`src/cfs_pkg.sv`:
```
// Constants and state types for the CAN receive queue status block
package cfs_pkg;

    // ==========================================================
    // Register map, byte addresses of aligned 32-bit words
    localparam logic [7:0] OFS_RXQ0 = 8'h00;
    localparam logic [7:0] OFS_RXQ1 = 8'h04;
    localparam logic [7:0] OFS_IRQ_STS = 8'h08;
    localparam logic [7:0] OFS_IRQ_MSK = 8'h0c;
    localparam logic [7:0] OFS_SLOTS = 8'h10;

    // ==========================================================
    // Queue status register fields
    localparam int unsigned FLD_RELEASE = 5;
    localparam int unsigned FLD_OVERRUN = 4;
    localparam int unsigned FLD_FULL = 3;
    localparam int unsigned FLD_COUNT = 0;

    // ==========================================================
    // Interrupt status and mask fields, one nibble per queue
    localparam int unsigned IRQ_STRIDE = 4;
    localparam int unsigned IRQ_MSG = 0;
    localparam int unsigned IRQ_FULL = 1;
    localparam int unsigned IRQ_OVR = 2;
    localparam logic [7:0] IRQ_USED = 8'h77;

    // ==========================================================
    // Slot pointer register fields, one byte per queue
    localparam int unsigned SLOT_STRIDE = 8;
    localparam int unsigned SLOT_RD = 0;
    localparam int unsigned SLOT_WR = 2;

    // ==========================================================
    // Depth and reset values
    localparam logic [1:0] Q_DEPTH = 2'h3;
    localparam logic [1:0] Q_LAST_SLOT = 2'h2;
    localparam logic [1:0] RST_COUNT = 2'h0;
    localparam logic [1:0] RST_SLOT = 2'h0;
    localparam logic RST_FLAG = 1'h0;
    localparam logic [7:0] RST_IRQ = 8'h00;
    localparam logic [31:0] RST_RDATA = 32'h0000_0000;

    // ==========================================================
    // State of one receive queue
    typedef struct packed {
        logic [1:0] count;
        logic full;
        logic overrun;
        logic release_pend;
        logic [1:0] rd_slot;
        logic [1:0] wr_slot;
    } cfs_queue_st_t;

    // State of the register front end
    typedef struct packed {
        logic [7:0] irq_sts;
        logic [7:0] irq_msk;
        logic [31:0] rdata;
    } cfs_top_st_t;

endpackage : cfs_pkg

```
`src/cfs_queue.sv`:
```
// Status keeping for one three-deep receive queue
`timescale 1ns/10ps
module cfs_queue (
    input wire logic clk,
    input wire logic rst_n,
    input wire logic accept,
    input wire logic release_wr,
    input wire logic clr_full,
    input wire logic clr_overrun,
    output logic [1:0] count,
    output logic full,
    output logic overrun,
    output logic release_pend,
    output logic [1:0] rd_slot,
    output logic [1:0] wr_slot,
    output logic ev_msg,
    output logic ev_full
);
    cfs_pkg::cfs_queue_st_t st_reg;
    cfs_pkg::cfs_queue_st_t st_next;
    logic push;
    logic pop;
    logic [1:0] cnt_after_pop;

    // Next state of the queue
    always_comb begin
        st_next = st_reg;
        pop = st_reg.release_pend;
        push = accept && ((st_reg.count != cfs_pkg::Q_DEPTH) || pop);
        cnt_after_pop = st_reg.count - {1'h0, pop};
        // Pending count, unchanged when push and pop meet
        if (push && !pop) begin
            st_next.count = st_reg.count + 2'h1;
        end else if (pop && !push) begin
            st_next.count = cnt_after_pop;
        end
        // Release is only taken while a message remains
        st_next.release_pend = release_wr && (cnt_after_pop != 2'h0);
        // Read-out slot moves past the released message
        if (pop) begin
            st_next.rd_slot = (st_reg.rd_slot == cfs_pkg::Q_LAST_SLOT) ? 2'h0 : st_reg.rd_slot + 2'h1;
        end
        if (push) begin
            st_next.wr_slot = (st_reg.wr_slot == cfs_pkg::Q_LAST_SLOT) ? 2'h0 : st_reg.wr_slot + 2'h1;
        end
        // Sticky flags, a hardware set beats a software clear
        if (clr_full) begin
            st_next.full = 1'h0;
        end
        if (push && (st_next.count == cfs_pkg::Q_DEPTH)) begin
            st_next.full = 1'h1;
        end
        if (clr_overrun) begin
            st_next.overrun = 1'h0;
        end
        if (accept && !push) begin
            st_next.overrun = 1'h1;
        end
    end

    // State register
    always_ff @(posedge clk or negedge rst_n) begin
        if (!rst_n) begin
            st_reg <= '{count: cfs_pkg::RST_COUNT, full: cfs_pkg::RST_FLAG, overrun: cfs_pkg::RST_FLAG,
                        release_pend: cfs_pkg::RST_FLAG, rd_slot: cfs_pkg::RST_SLOT, wr_slot: cfs_pkg::RST_SLOT};
        end else begin
            st_reg <= st_next;
        end
    end

    // Status outputs from the state register, event strobes from the next-state logic
    assign count = st_reg.count;
    assign full = st_reg.full;
    assign overrun = st_reg.overrun;
    assign release_pend = st_reg.release_pend;
    assign rd_slot = st_reg.rd_slot;
    assign wr_slot = st_reg.wr_slot;
    assign ev_msg = push;
    assign ev_full = push && (st_next.count == cfs_pkg::Q_DEPTH);

endmodule : cfs_queue

```
`src/cfs_top.sv`:
```
// Register front end and interrupt logic for the two CAN receive queues
//
// What this block does
// Writing one sets queue 0 release; hardware clears it once the message is released.
// A release write to an empty queue 0 changes nothing.
// Queue 0 overrun sets when a filtered message meets a full queue; write one clears.
// Queue 0 full sets at three pending messages; stays until software writes one.
// Queue 0 pending count is a two-bit read-only field; writes ignored.
// Queue 0 count rises by one per filtered message accepted while not full.
// Queue 0 count falls by one per software release.
// Software releases queue 0 after reading to reach the next message.
// Queue 1 release bit set by software, cleared by hardware, ignored when empty.
// Queue 1 overrun sets on a filtered message while full; write one clears.
// Queue 1 full sets at three pending messages; write one clears.
// Queue 1 count rises on each accepted message, falls on each release.
// Software releases queue 1 after reading to reach the next message.
// Unused bits of both queue registers read zero; software writes zero.
// Queue 1 overrun interrupt only when its flag and its enable are both set.
// Each queue shows its oldest message slot; release advances; full drops arrivals.
// Accept and release in the same cycle leave the count unchanged.
`timescale 1ns/10ps
module cfs_top (
    input wire logic REF_CLK,
    input wire logic RSTN,
    input wire logic [7:0] ADDR,
    input wire logic [31:0] WDATA,
    input wire logic WR,
    input wire logic RD,
    output logic [31:0] RDATA,
    input wire logic ACCEPT0,
    input wire logic ACCEPT1,
    output logic [1:0] Q0_RD_SLOT,
    output logic [1:0] Q0_WR_SLOT,
    output logic [1:0] Q1_RD_SLOT,
    output logic [1:0] Q1_WR_SLOT,
    output logic IRQ
);

    // ==========================================================
    // Declarations
    // ==========================================================

    // Front end state and its next value
    cfs_pkg::cfs_top_st_t st_reg;
    cfs_pkg::cfs_top_st_t st_next;

    // Per queue strobes toward the queue trackers
    logic [1:0] accept_vec;
    logic [1:0] release_wr;
    logic [1:0] clr_full;
    logic [1:0] clr_overrun;

    // Per queue state coming back from the trackers
    logic [1:0][1:0] q_count;
    logic [1:0] q_full;
    logic [1:0] q_overrun;
    logic [1:0] q_release;
    logic [1:0][1:0] q_rd_slot;
    logic [1:0][1:0] q_wr_slot;
    logic [1:0] q_ev_msg;
    logic [1:0] q_ev_full;

    // Register views assembled for read-back
    logic [1:0][31:0] q_reg_view;
    logic [7:0] irq_view;
    logic [31:0] slot_view;

    // Address decode of the write strobe
    logic wr_q0;
    logic wr_q1;
    logic wr_sts;
    logic wr_msk;

    // Clear pattern written to the interrupt status
    logic [7:0] sts_clr;

    // Sticky event bits that live in the front end
    logic [7:0] sts_set;

    // ==========================================================
    // Write decode
    // ==========================================================

    // One strobe per writable register, only on an exact aligned address
    assign wr_q0 = WR && (ADDR == cfs_pkg::OFS_RXQ0);
    assign wr_q1 = WR && (ADDR == cfs_pkg::OFS_RXQ1);
    assign wr_sts = WR && (ADDR == cfs_pkg::OFS_IRQ_STS);
    assign wr_msk = WR && (ADDR == cfs_pkg::OFS_IRQ_MSK);

    // Ones written to the status register clear the matching bits
    assign sts_clr = wr_sts ? (WDATA[7:0] & cfs_pkg::IRQ_USED) : 8'h00;

    // Filter strobes arrive from logic on this clock, used directly
    assign accept_vec = {ACCEPT1, ACCEPT0};

    // ==========================================================
    // Queue trackers
    // ==========================================================

    genvar gq;
    generate
        for (gq = 0; gq < 2; gq++) begin : g_queue
            logic wr_this;

            // Queue register write strobe for this queue
            assign wr_this = (gq == 0) ? wr_q0 : wr_q1;

            // Release request, only bit 5 of the data counts
            assign release_wr[gq] = wr_this && WDATA[cfs_pkg::FLD_RELEASE];

            // Full flag clears from its own register or from the status view
            assign clr_full[gq] = (wr_this && WDATA[cfs_pkg::FLD_FULL]) ||
                                  sts_clr[gq * cfs_pkg::IRQ_STRIDE + cfs_pkg::IRQ_FULL];

            // Overrun flag clears the same two ways
            assign clr_overrun[gq] = (wr_this && WDATA[cfs_pkg::FLD_OVERRUN]) ||
                                     sts_clr[gq * cfs_pkg::IRQ_STRIDE + cfs_pkg::IRQ_OVR];

            // Count, flags and slot pointers of one queue
            cfs_queue u_queue (
                .clk(REF_CLK),
                .rst_n(RSTN),
                .accept(accept_vec[gq]),
                .release_wr(release_wr[gq]),
                .clr_full(clr_full[gq]),
                .clr_overrun(clr_overrun[gq]),
                .count(q_count[gq]),
                .full(q_full[gq]),
                .overrun(q_overrun[gq]),
                .release_pend(q_release[gq]),
                .rd_slot(q_rd_slot[gq]),
                .wr_slot(q_wr_slot[gq]),
                .ev_msg(q_ev_msg[gq]),
                .ev_full(q_ev_full[gq])
            );

            // Queue register as software sees it, unused bits zero
            always_comb begin
                q_reg_view[gq] = 32'h0000_0000;
                q_reg_view[gq][cfs_pkg::FLD_RELEASE] = q_release[gq];
                q_reg_view[gq][cfs_pkg::FLD_OVERRUN] = q_overrun[gq];
                q_reg_view[gq][cfs_pkg::FLD_FULL] = q_full[gq];
                q_reg_view[gq][cfs_pkg::FLD_COUNT +: 2] = q_count[gq];
            end

            // Message arrival sets a sticky status bit
            always_comb begin
                sts_set[gq * cfs_pkg::IRQ_STRIDE + cfs_pkg::IRQ_MSG] = q_ev_msg[gq];
                sts_set[gq * cfs_pkg::IRQ_STRIDE + cfs_pkg::IRQ_FULL] = q_ev_full[gq];
                sts_set[gq * cfs_pkg::IRQ_STRIDE + cfs_pkg::IRQ_OVR] = 1'h0;
                sts_set[gq * cfs_pkg::IRQ_STRIDE + 3] = 1'h0;
            end

            // Interrupt status view, full and overrun are the queue flags
            always_comb begin
                irq_view[gq * cfs_pkg::IRQ_STRIDE + cfs_pkg::IRQ_MSG] =
                    st_reg.irq_sts[gq * cfs_pkg::IRQ_STRIDE + cfs_pkg::IRQ_MSG];
                irq_view[gq * cfs_pkg::IRQ_STRIDE + cfs_pkg::IRQ_FULL] = q_full[gq];
                irq_view[gq * cfs_pkg::IRQ_STRIDE + cfs_pkg::IRQ_OVR] = q_overrun[gq];
                irq_view[gq * cfs_pkg::IRQ_STRIDE + 3] = 1'h0;
            end

            // Slot pointers for the mailbox read-out and fill logic
            always_comb begin
                slot_view[gq * cfs_pkg::SLOT_STRIDE +: cfs_pkg::SLOT_STRIDE] = 8'h00;
                slot_view[gq * cfs_pkg::SLOT_STRIDE + cfs_pkg::SLOT_RD +: 2] = q_rd_slot[gq];
                slot_view[gq * cfs_pkg::SLOT_STRIDE + cfs_pkg::SLOT_WR +: 2] = q_wr_slot[gq];
            end
        end
    endgenerate

    // Upper half of the slot register reads zero
    assign slot_view[31:16] = 16'h0000;

    // ==========================================================
    // Front end next state
    // ==========================================================

    // Read data, status and mask updates
    always_comb begin
        st_next = st_reg;
        // Read data stand only in the cycle after the strobe
        st_next.rdata = cfs_pkg::RST_RDATA;
        if (RD) begin
            case (ADDR)
                cfs_pkg::OFS_RXQ0: begin
                    st_next.rdata = q_reg_view[0];
                end
                cfs_pkg::OFS_RXQ1: begin
                    st_next.rdata = q_reg_view[1];
                end
                cfs_pkg::OFS_IRQ_STS: begin
                    st_next.rdata = {24'h00_0000, irq_view};
                end
                cfs_pkg::OFS_IRQ_MSK: begin
                    st_next.rdata = {24'h00_0000, st_reg.irq_msk};
                end
                cfs_pkg::OFS_SLOTS: begin
                    st_next.rdata = slot_view;
                end
                default: begin
                    st_next.rdata = cfs_pkg::RST_RDATA;
                end
            endcase
        end
        // Sticky status, a new event wins over a clear in the same cycle
        st_next.irq_sts = ((st_reg.irq_sts & ~sts_clr) | sts_set) & cfs_pkg::IRQ_USED;
        // Mask register, same layout as the status
        if (wr_msk) begin
            st_next.irq_msk = WDATA[7:0] & cfs_pkg::IRQ_USED;
        end
    end

    // ==========================================================
    // Front end state register
    // ==========================================================

    // Asynchronous reset to constants
    always_ff @(posedge REF_CLK or negedge RSTN) begin
        if (!RSTN) begin
            st_reg <= '{irq_sts: cfs_pkg::RST_IRQ, irq_msk: cfs_pkg::RST_IRQ, rdata: cfs_pkg::RST_RDATA};
        end else begin
            st_reg <= st_next;
        end
    end

    // ==========================================================
    // Outputs
    // ==========================================================

    // Read data straight from the register
    assign RDATA = st_reg.rdata;

    // Slot pointers toward the mailbox store
    assign Q0_RD_SLOT = q_rd_slot[0];
    assign Q0_WR_SLOT = q_wr_slot[0];
    assign Q1_RD_SLOT = q_rd_slot[1];
    assign Q1_WR_SLOT = q_wr_slot[1];

    // Level interrupt while any enabled flag stands
    assign IRQ = |(irq_view & st_reg.irq_msk);

endmodule : cfs_top

```
`config.mk`:
```
export PLATFORM = sky130hd
export DESIGN_NAME = cfs_top
export DESIGN_NICKNAME = d
export VERILOG_FILES = /design/src/cfs_pkg.sv /design/src/cfs_queue.sv /design/src/cfs_top.sv
export SDC_FILE = /design/constraint.sdc
export NUM_CORES = 1
export LEC_CHECK = 0
export ABC_AREA = 1
export BUFFER_PORTS_ARGS = -buffer_cell sky130_fd_sc_hd__buf_2
export CAP_MARGIN = 0
export CORE_UTILIZATION = 25
export CTS_BUF_LIST = sky130_fd_sc_hd__clkbuf_4
export CTS_CLUSTER_SIZE = 28
export DETAILED_ROUTE_END_ITERATION = 10
export HOLD_SLACK_MARGIN = 0.02
export SYNTH_ARGS = -nofsm -noshare
export SYNTH_HDL_FRONTEND = slang
export SYNTH_SLANG_ARGS = --single-unit
```
`constraint.sdc`:
```
create_clock -name REF_CLK -period 2.6 [get_ports REF_CLK]
set_input_delay 0.52 -clock REF_CLK [delete_from_list [all_inputs] [get_ports REF_CLK]]
set_output_delay 0.52 -clock REF_CLK [all_outputs]
set_load 0.1 [all_outputs]
```
==> results by stage <==
GRT:
- The number of antenna violations at the first check in global routing was 0.
- The global-route wire length before repair is 7.83 mm.
- The pin count of the biggest net entering global routing is 38.
- For this run, the total global-route usage over all layers was measured as 0.104.
- The via count of the first global-routing pass was 1672.
- The total overflow reported by the global router is 0.

STA:
- The transition at the pin with the smallest max-transition slack is 0.841 ns.
- Setup repair after global routing left no endpoint under its margin.
- Setup violations remaining at the end of the flow were counted as 0.
- The hold violation count in the final report is 0.
- Adding up every negative setup slack in the final design gives 0 ns.
- In the post-route analysis, the smallest setup slack over all paths is 0.455 ns.
- Of the available clock period, the critical path in the final layout requires 0.825.
- The highest attainable clock frequency is 466 MHz.
- In this run the tightest slew margin relative to its limit is 0.439.
- The clock period minus final worst setup slack is 2.15 ns.
- The count of final max-slew check failures came to 0.
- Between clock sinks in the finished design, the worst skew comes to 0.00735 ns.
- Hold timing on the final database bottoms out at a slack of 0.257 ns.

Cells and area:
- The register with the most flip-flops in the layout has 11 of them.
- The share of post-route cells with drive strength above 1 is 0.238.
- Relative to the synthesized area, the layout overhead comes to 8.70%.
- After the last flow step, the layout net total stands at 365.
- With fillers left out, the area of the finished cells amounts to 2440 um2.
- The antenna cell count is 0.

Logic synthesis:
- The count of state elements after synthesis is 37.
- The number of synthesized flops with an enable pin is 0.
- The cell area after technology mapping is 2240 um2.
- The proportion of register bits with asynchronous set or reset after synthesis is 1.00.
- The count of distinct cell types in the synthesized netlist is 29.
- The sequential area share after synthesis is 0.413.
- The dominant register cell in the synthesized netlist is sky130_fd_sc_hd__dfrtp_1.
- The gate count after technology mapping is 283.
- The post-synthesis average cell area is 7.93 um2.
- The Yosys step of the flow raised 0 warnings.

Critical path:
- STA classifies the critical path endpoint as a primary output.
- For the worst flop-to-flop path, the logic depth is 6.
- The delay of the slowest cell on the worst path is 0.48 ns.
- The kind of start point of the critical path is a register.
- The setup path with the least slack is of type register to primary output.
- The number of stages on the worst setup path is 5.
- The required time of the critical path is 2.08 ns.
- In this run the worst path has a maximum fanout of 3.
- On the critical path, the stage with the largest delay is an instance of sky130_fd_sc_hd__buf_2.
- Data on the critical path arrives at its endpoint at 1.63 ns.
- The sum of buffers and inverters on the critical path is 2.
- The signal on the critical path passes through inv_1 -> o22ai_1 -> a21oi_1 -> o2111ai_1 -> buf_2.
- Among cell families on the critical path, the largest total delay comes from buffers and inverters.

CTS:
- The total setup buffers inserted after CTS is 0.
- The H-tree generated during clock tree synthesis spans 2 levels.
- Counting along the longest clock path gives a buffer depth of 2.
- The clock-pin slew on the worst setup and hold paths is 0.12 ns.
- The root buffer cell chosen for the clock tree is sky130_fd_sc_hd__clkbuf_4.
- Clock tree synthesis found a total of 37 sinks.
- After clock tree synthesis, the repair step resized 0 gates.
- The clock insertion delay at the later pin of the skew report is 0.34 ns.
- The number of hold buffers added after cts is 0.
- The clock tree from TritonCTS is built.
- In this run, CTS created clock tree buffers numbering 5.

Placed design:
- The estimated wirelength of the detail-placed design is 3.74 mm.
- The quantity of I/O buffers inserted on ports is 40.
- The minimum setup slack after placement is 0.824 ns.
- The placed cell area is 2390 um2.
- The final weighted congestion of routability-driven global placement is 0.808.

Die:
- The initial core utilization is 0.257.
- The die outline width is 96.7 um.
- The area of the die is 9360 um2.
- The row count is 34.
- Pin placement for this block handled 87 I/O pins.
- The placeable core region is 8720 um2.
- The die boundary height is 96.7 um.

Worst hold path:
- The class of the tightest hold or removal check is input pin to asynchronous set/reset pin.

Route:
- Dividing the detail-routed via count by the number of cells gives 4.19.
- The first routing iteration left 26 violations.
- Once detail routing completed, the nets flagged for antenna violations numbered 0.
- The routed design has 4.72 mm of wire.
- In the routed design, unresolved DRC markers number 0.
- The first detailed-routing pass took 4 iterations.
- The average wire per cell in the routed design is 11.1 um.
- The number of vias in the routed layout is 1774.

Flow run:
- The tool flagged a number of max-cap violations equal to 0.

Pwr:
- Summed over all cells, the static leakage comes to 1.33 nW.
- Power comes to 0.00180 W.
- The largest vdd supply drop is 186 uV.
- Dividing total power by cell area gives a power density of 739 nW/um2.

Outcome:
- The run finished with clean final reports.
## power by group
part / total (W) / internal, W / leakage [nW] / switching (W)
Sequential: 0.000753 / 0.000661 / 0.450 / 0.0000917
Clock: 0.000298 / 0.0000973 / 0.0247 / 0.000200
Combinational: 0.000751 / 0.000148 / 0.853 / 0.000603
Total: 0.00180 / 0.000907 / 1.33 / 0.000895
## per-stage QoR
stage                util  cells
detailed placement  0.274    416
CTS                 0.280    423
global placement    0.274    416
finish              0.280    423
floorplan               -    303
global route        0.280    423
## layout make-up
cell class	count	area, um2
Timing Repair Buffer	40	200
Inverter	38	145
Multi-Input combinational cell	193	983
Fill cell	943	6280
Sequential cell	37	926
Clock buffer	5	37.5
Tap cell	108	135
Clock inverter	2	11.3
## Yosys cell counts (3+ instances only)
master | instances | share of area
sky130_fd_sc_hd__nand3_1 | 39 | 0.087
sky130_fd_sc_hd__nor2_2 | 3 | 0.0084
sky130_fd_sc_hd__dfrtp_1 | 37 | 0.41
sky130_fd_sc_hd__nor2_1 | 17 | 0.028
sky130_fd_sc_hd__inv_1 | 31 | 0.052
sky130_fd_sc_hd__o21ai_0 | 15 | 0.033
sky130_fd_sc_hd__nand2_1 | 63 | 0.11
sky130_fd_sc_hd__inv_2 | 6 | 0.010
sky130_fd_sc_hd__nand2_2 | 10 | 0.028
sky130_fd_sc_hd__a21oi_1 | 3 | 0.0067
sky130_fd_sc_hd__ha_1 | 4 | 0.022
sky130_fd_sc_hd__buf_4 | 33 | 0.11
sky130_fd_sc_hd__nor2_4 | 3 | 0.015
## worst register-to-register path, cell delays in order, from the launching register on
cell and delay (ns):
sky130_fd_sc_hd__dfrtp_1 0.60, sky130_fd_sc_hd__ha_1 0.23, sky130_fd_sc_hd__xor2_1 0.19, sky130_fd_sc_hd__nand3_1 0.10
sky130_fd_sc_hd__nand3_1 0.13, sky130_fd_sc_hd__nand3_1 0.09, sky130_fd_sc_hd__nand2_1 0.06
## cell families after synthesis
logic type / share of synthesized area
AO/OA/AOI/OAI: 0.0619
flip-flops: 0.413
adder cells (fa/ha/maj): 0.0223
AND/OR/NAND/NOR: 0.315
buffers and inverters: 0.182
other: 0.00167
XOR/XNOR: 0.00390
## routing by layer
metal | vias to the layer above | wire [um] | GRT usage
li1 | 901 | - | -
met1 | 806 | 2190 | 0.136
met2 | 60 | 2130 | 0.164
met3 | 7 | 312 | 0.0296
met4 | 0 | 85 | 0.0390
met5 | - | 0 | 0
## cell usage in the layout, fill, tap and decap left out, types with 3 or more instances in the layout
cell	netlist	final
sky130_fd_sc_hd__nand2_2	10	10
sky130_fd_sc_hd__o21ai_0	15	15
sky130_fd_sc_hd__nand3_1	39	39
sky130_fd_sc_hd__inv_2	6	6
sky130_fd_sc_hd__a21oi_1	3	3
sky130_fd_sc_hd__ha_1	4	4
sky130_fd_sc_hd__nor2_4	3	3
sky130_fd_sc_hd__nand2_1	63	63
sky130_fd_sc_hd__dfrtp_1	37	37
sky130_fd_sc_hd__clkbuf_4	0	5
sky130_fd_sc_hd__nor2_2	3	3
sky130_fd_sc_hd__buf_2	1	40
sky130_fd_sc_hd__nor2_1	17	17
sky130_fd_sc_hd__inv_1	31	31
sky130_fd_sc_hd__conb_1	1	21
## path summary, 6_finish.rpt
kind / start / slack, ns / to
worst min register to register: irq_view[4] / 0.50 / irq_view[4]
worst min-delay path: RSTN / 0.26 / g_queue[0].u_queue.rd_slot[1]
worst max register to register: g_queue[0].u_queue.release_pend / 1.16 / g_queue[0].u_queue.full
worst max-delay path: g_queue[1].u_queue.overrun / 0.45 / IRQ
min in group REF_CLK: WDATA[2] / 0.39 / st_reg[34]
max in group asynchronous: RSTN / 1.80 / RDATA[0]
No activity file was read; power rests on OpenSTA's default activity.
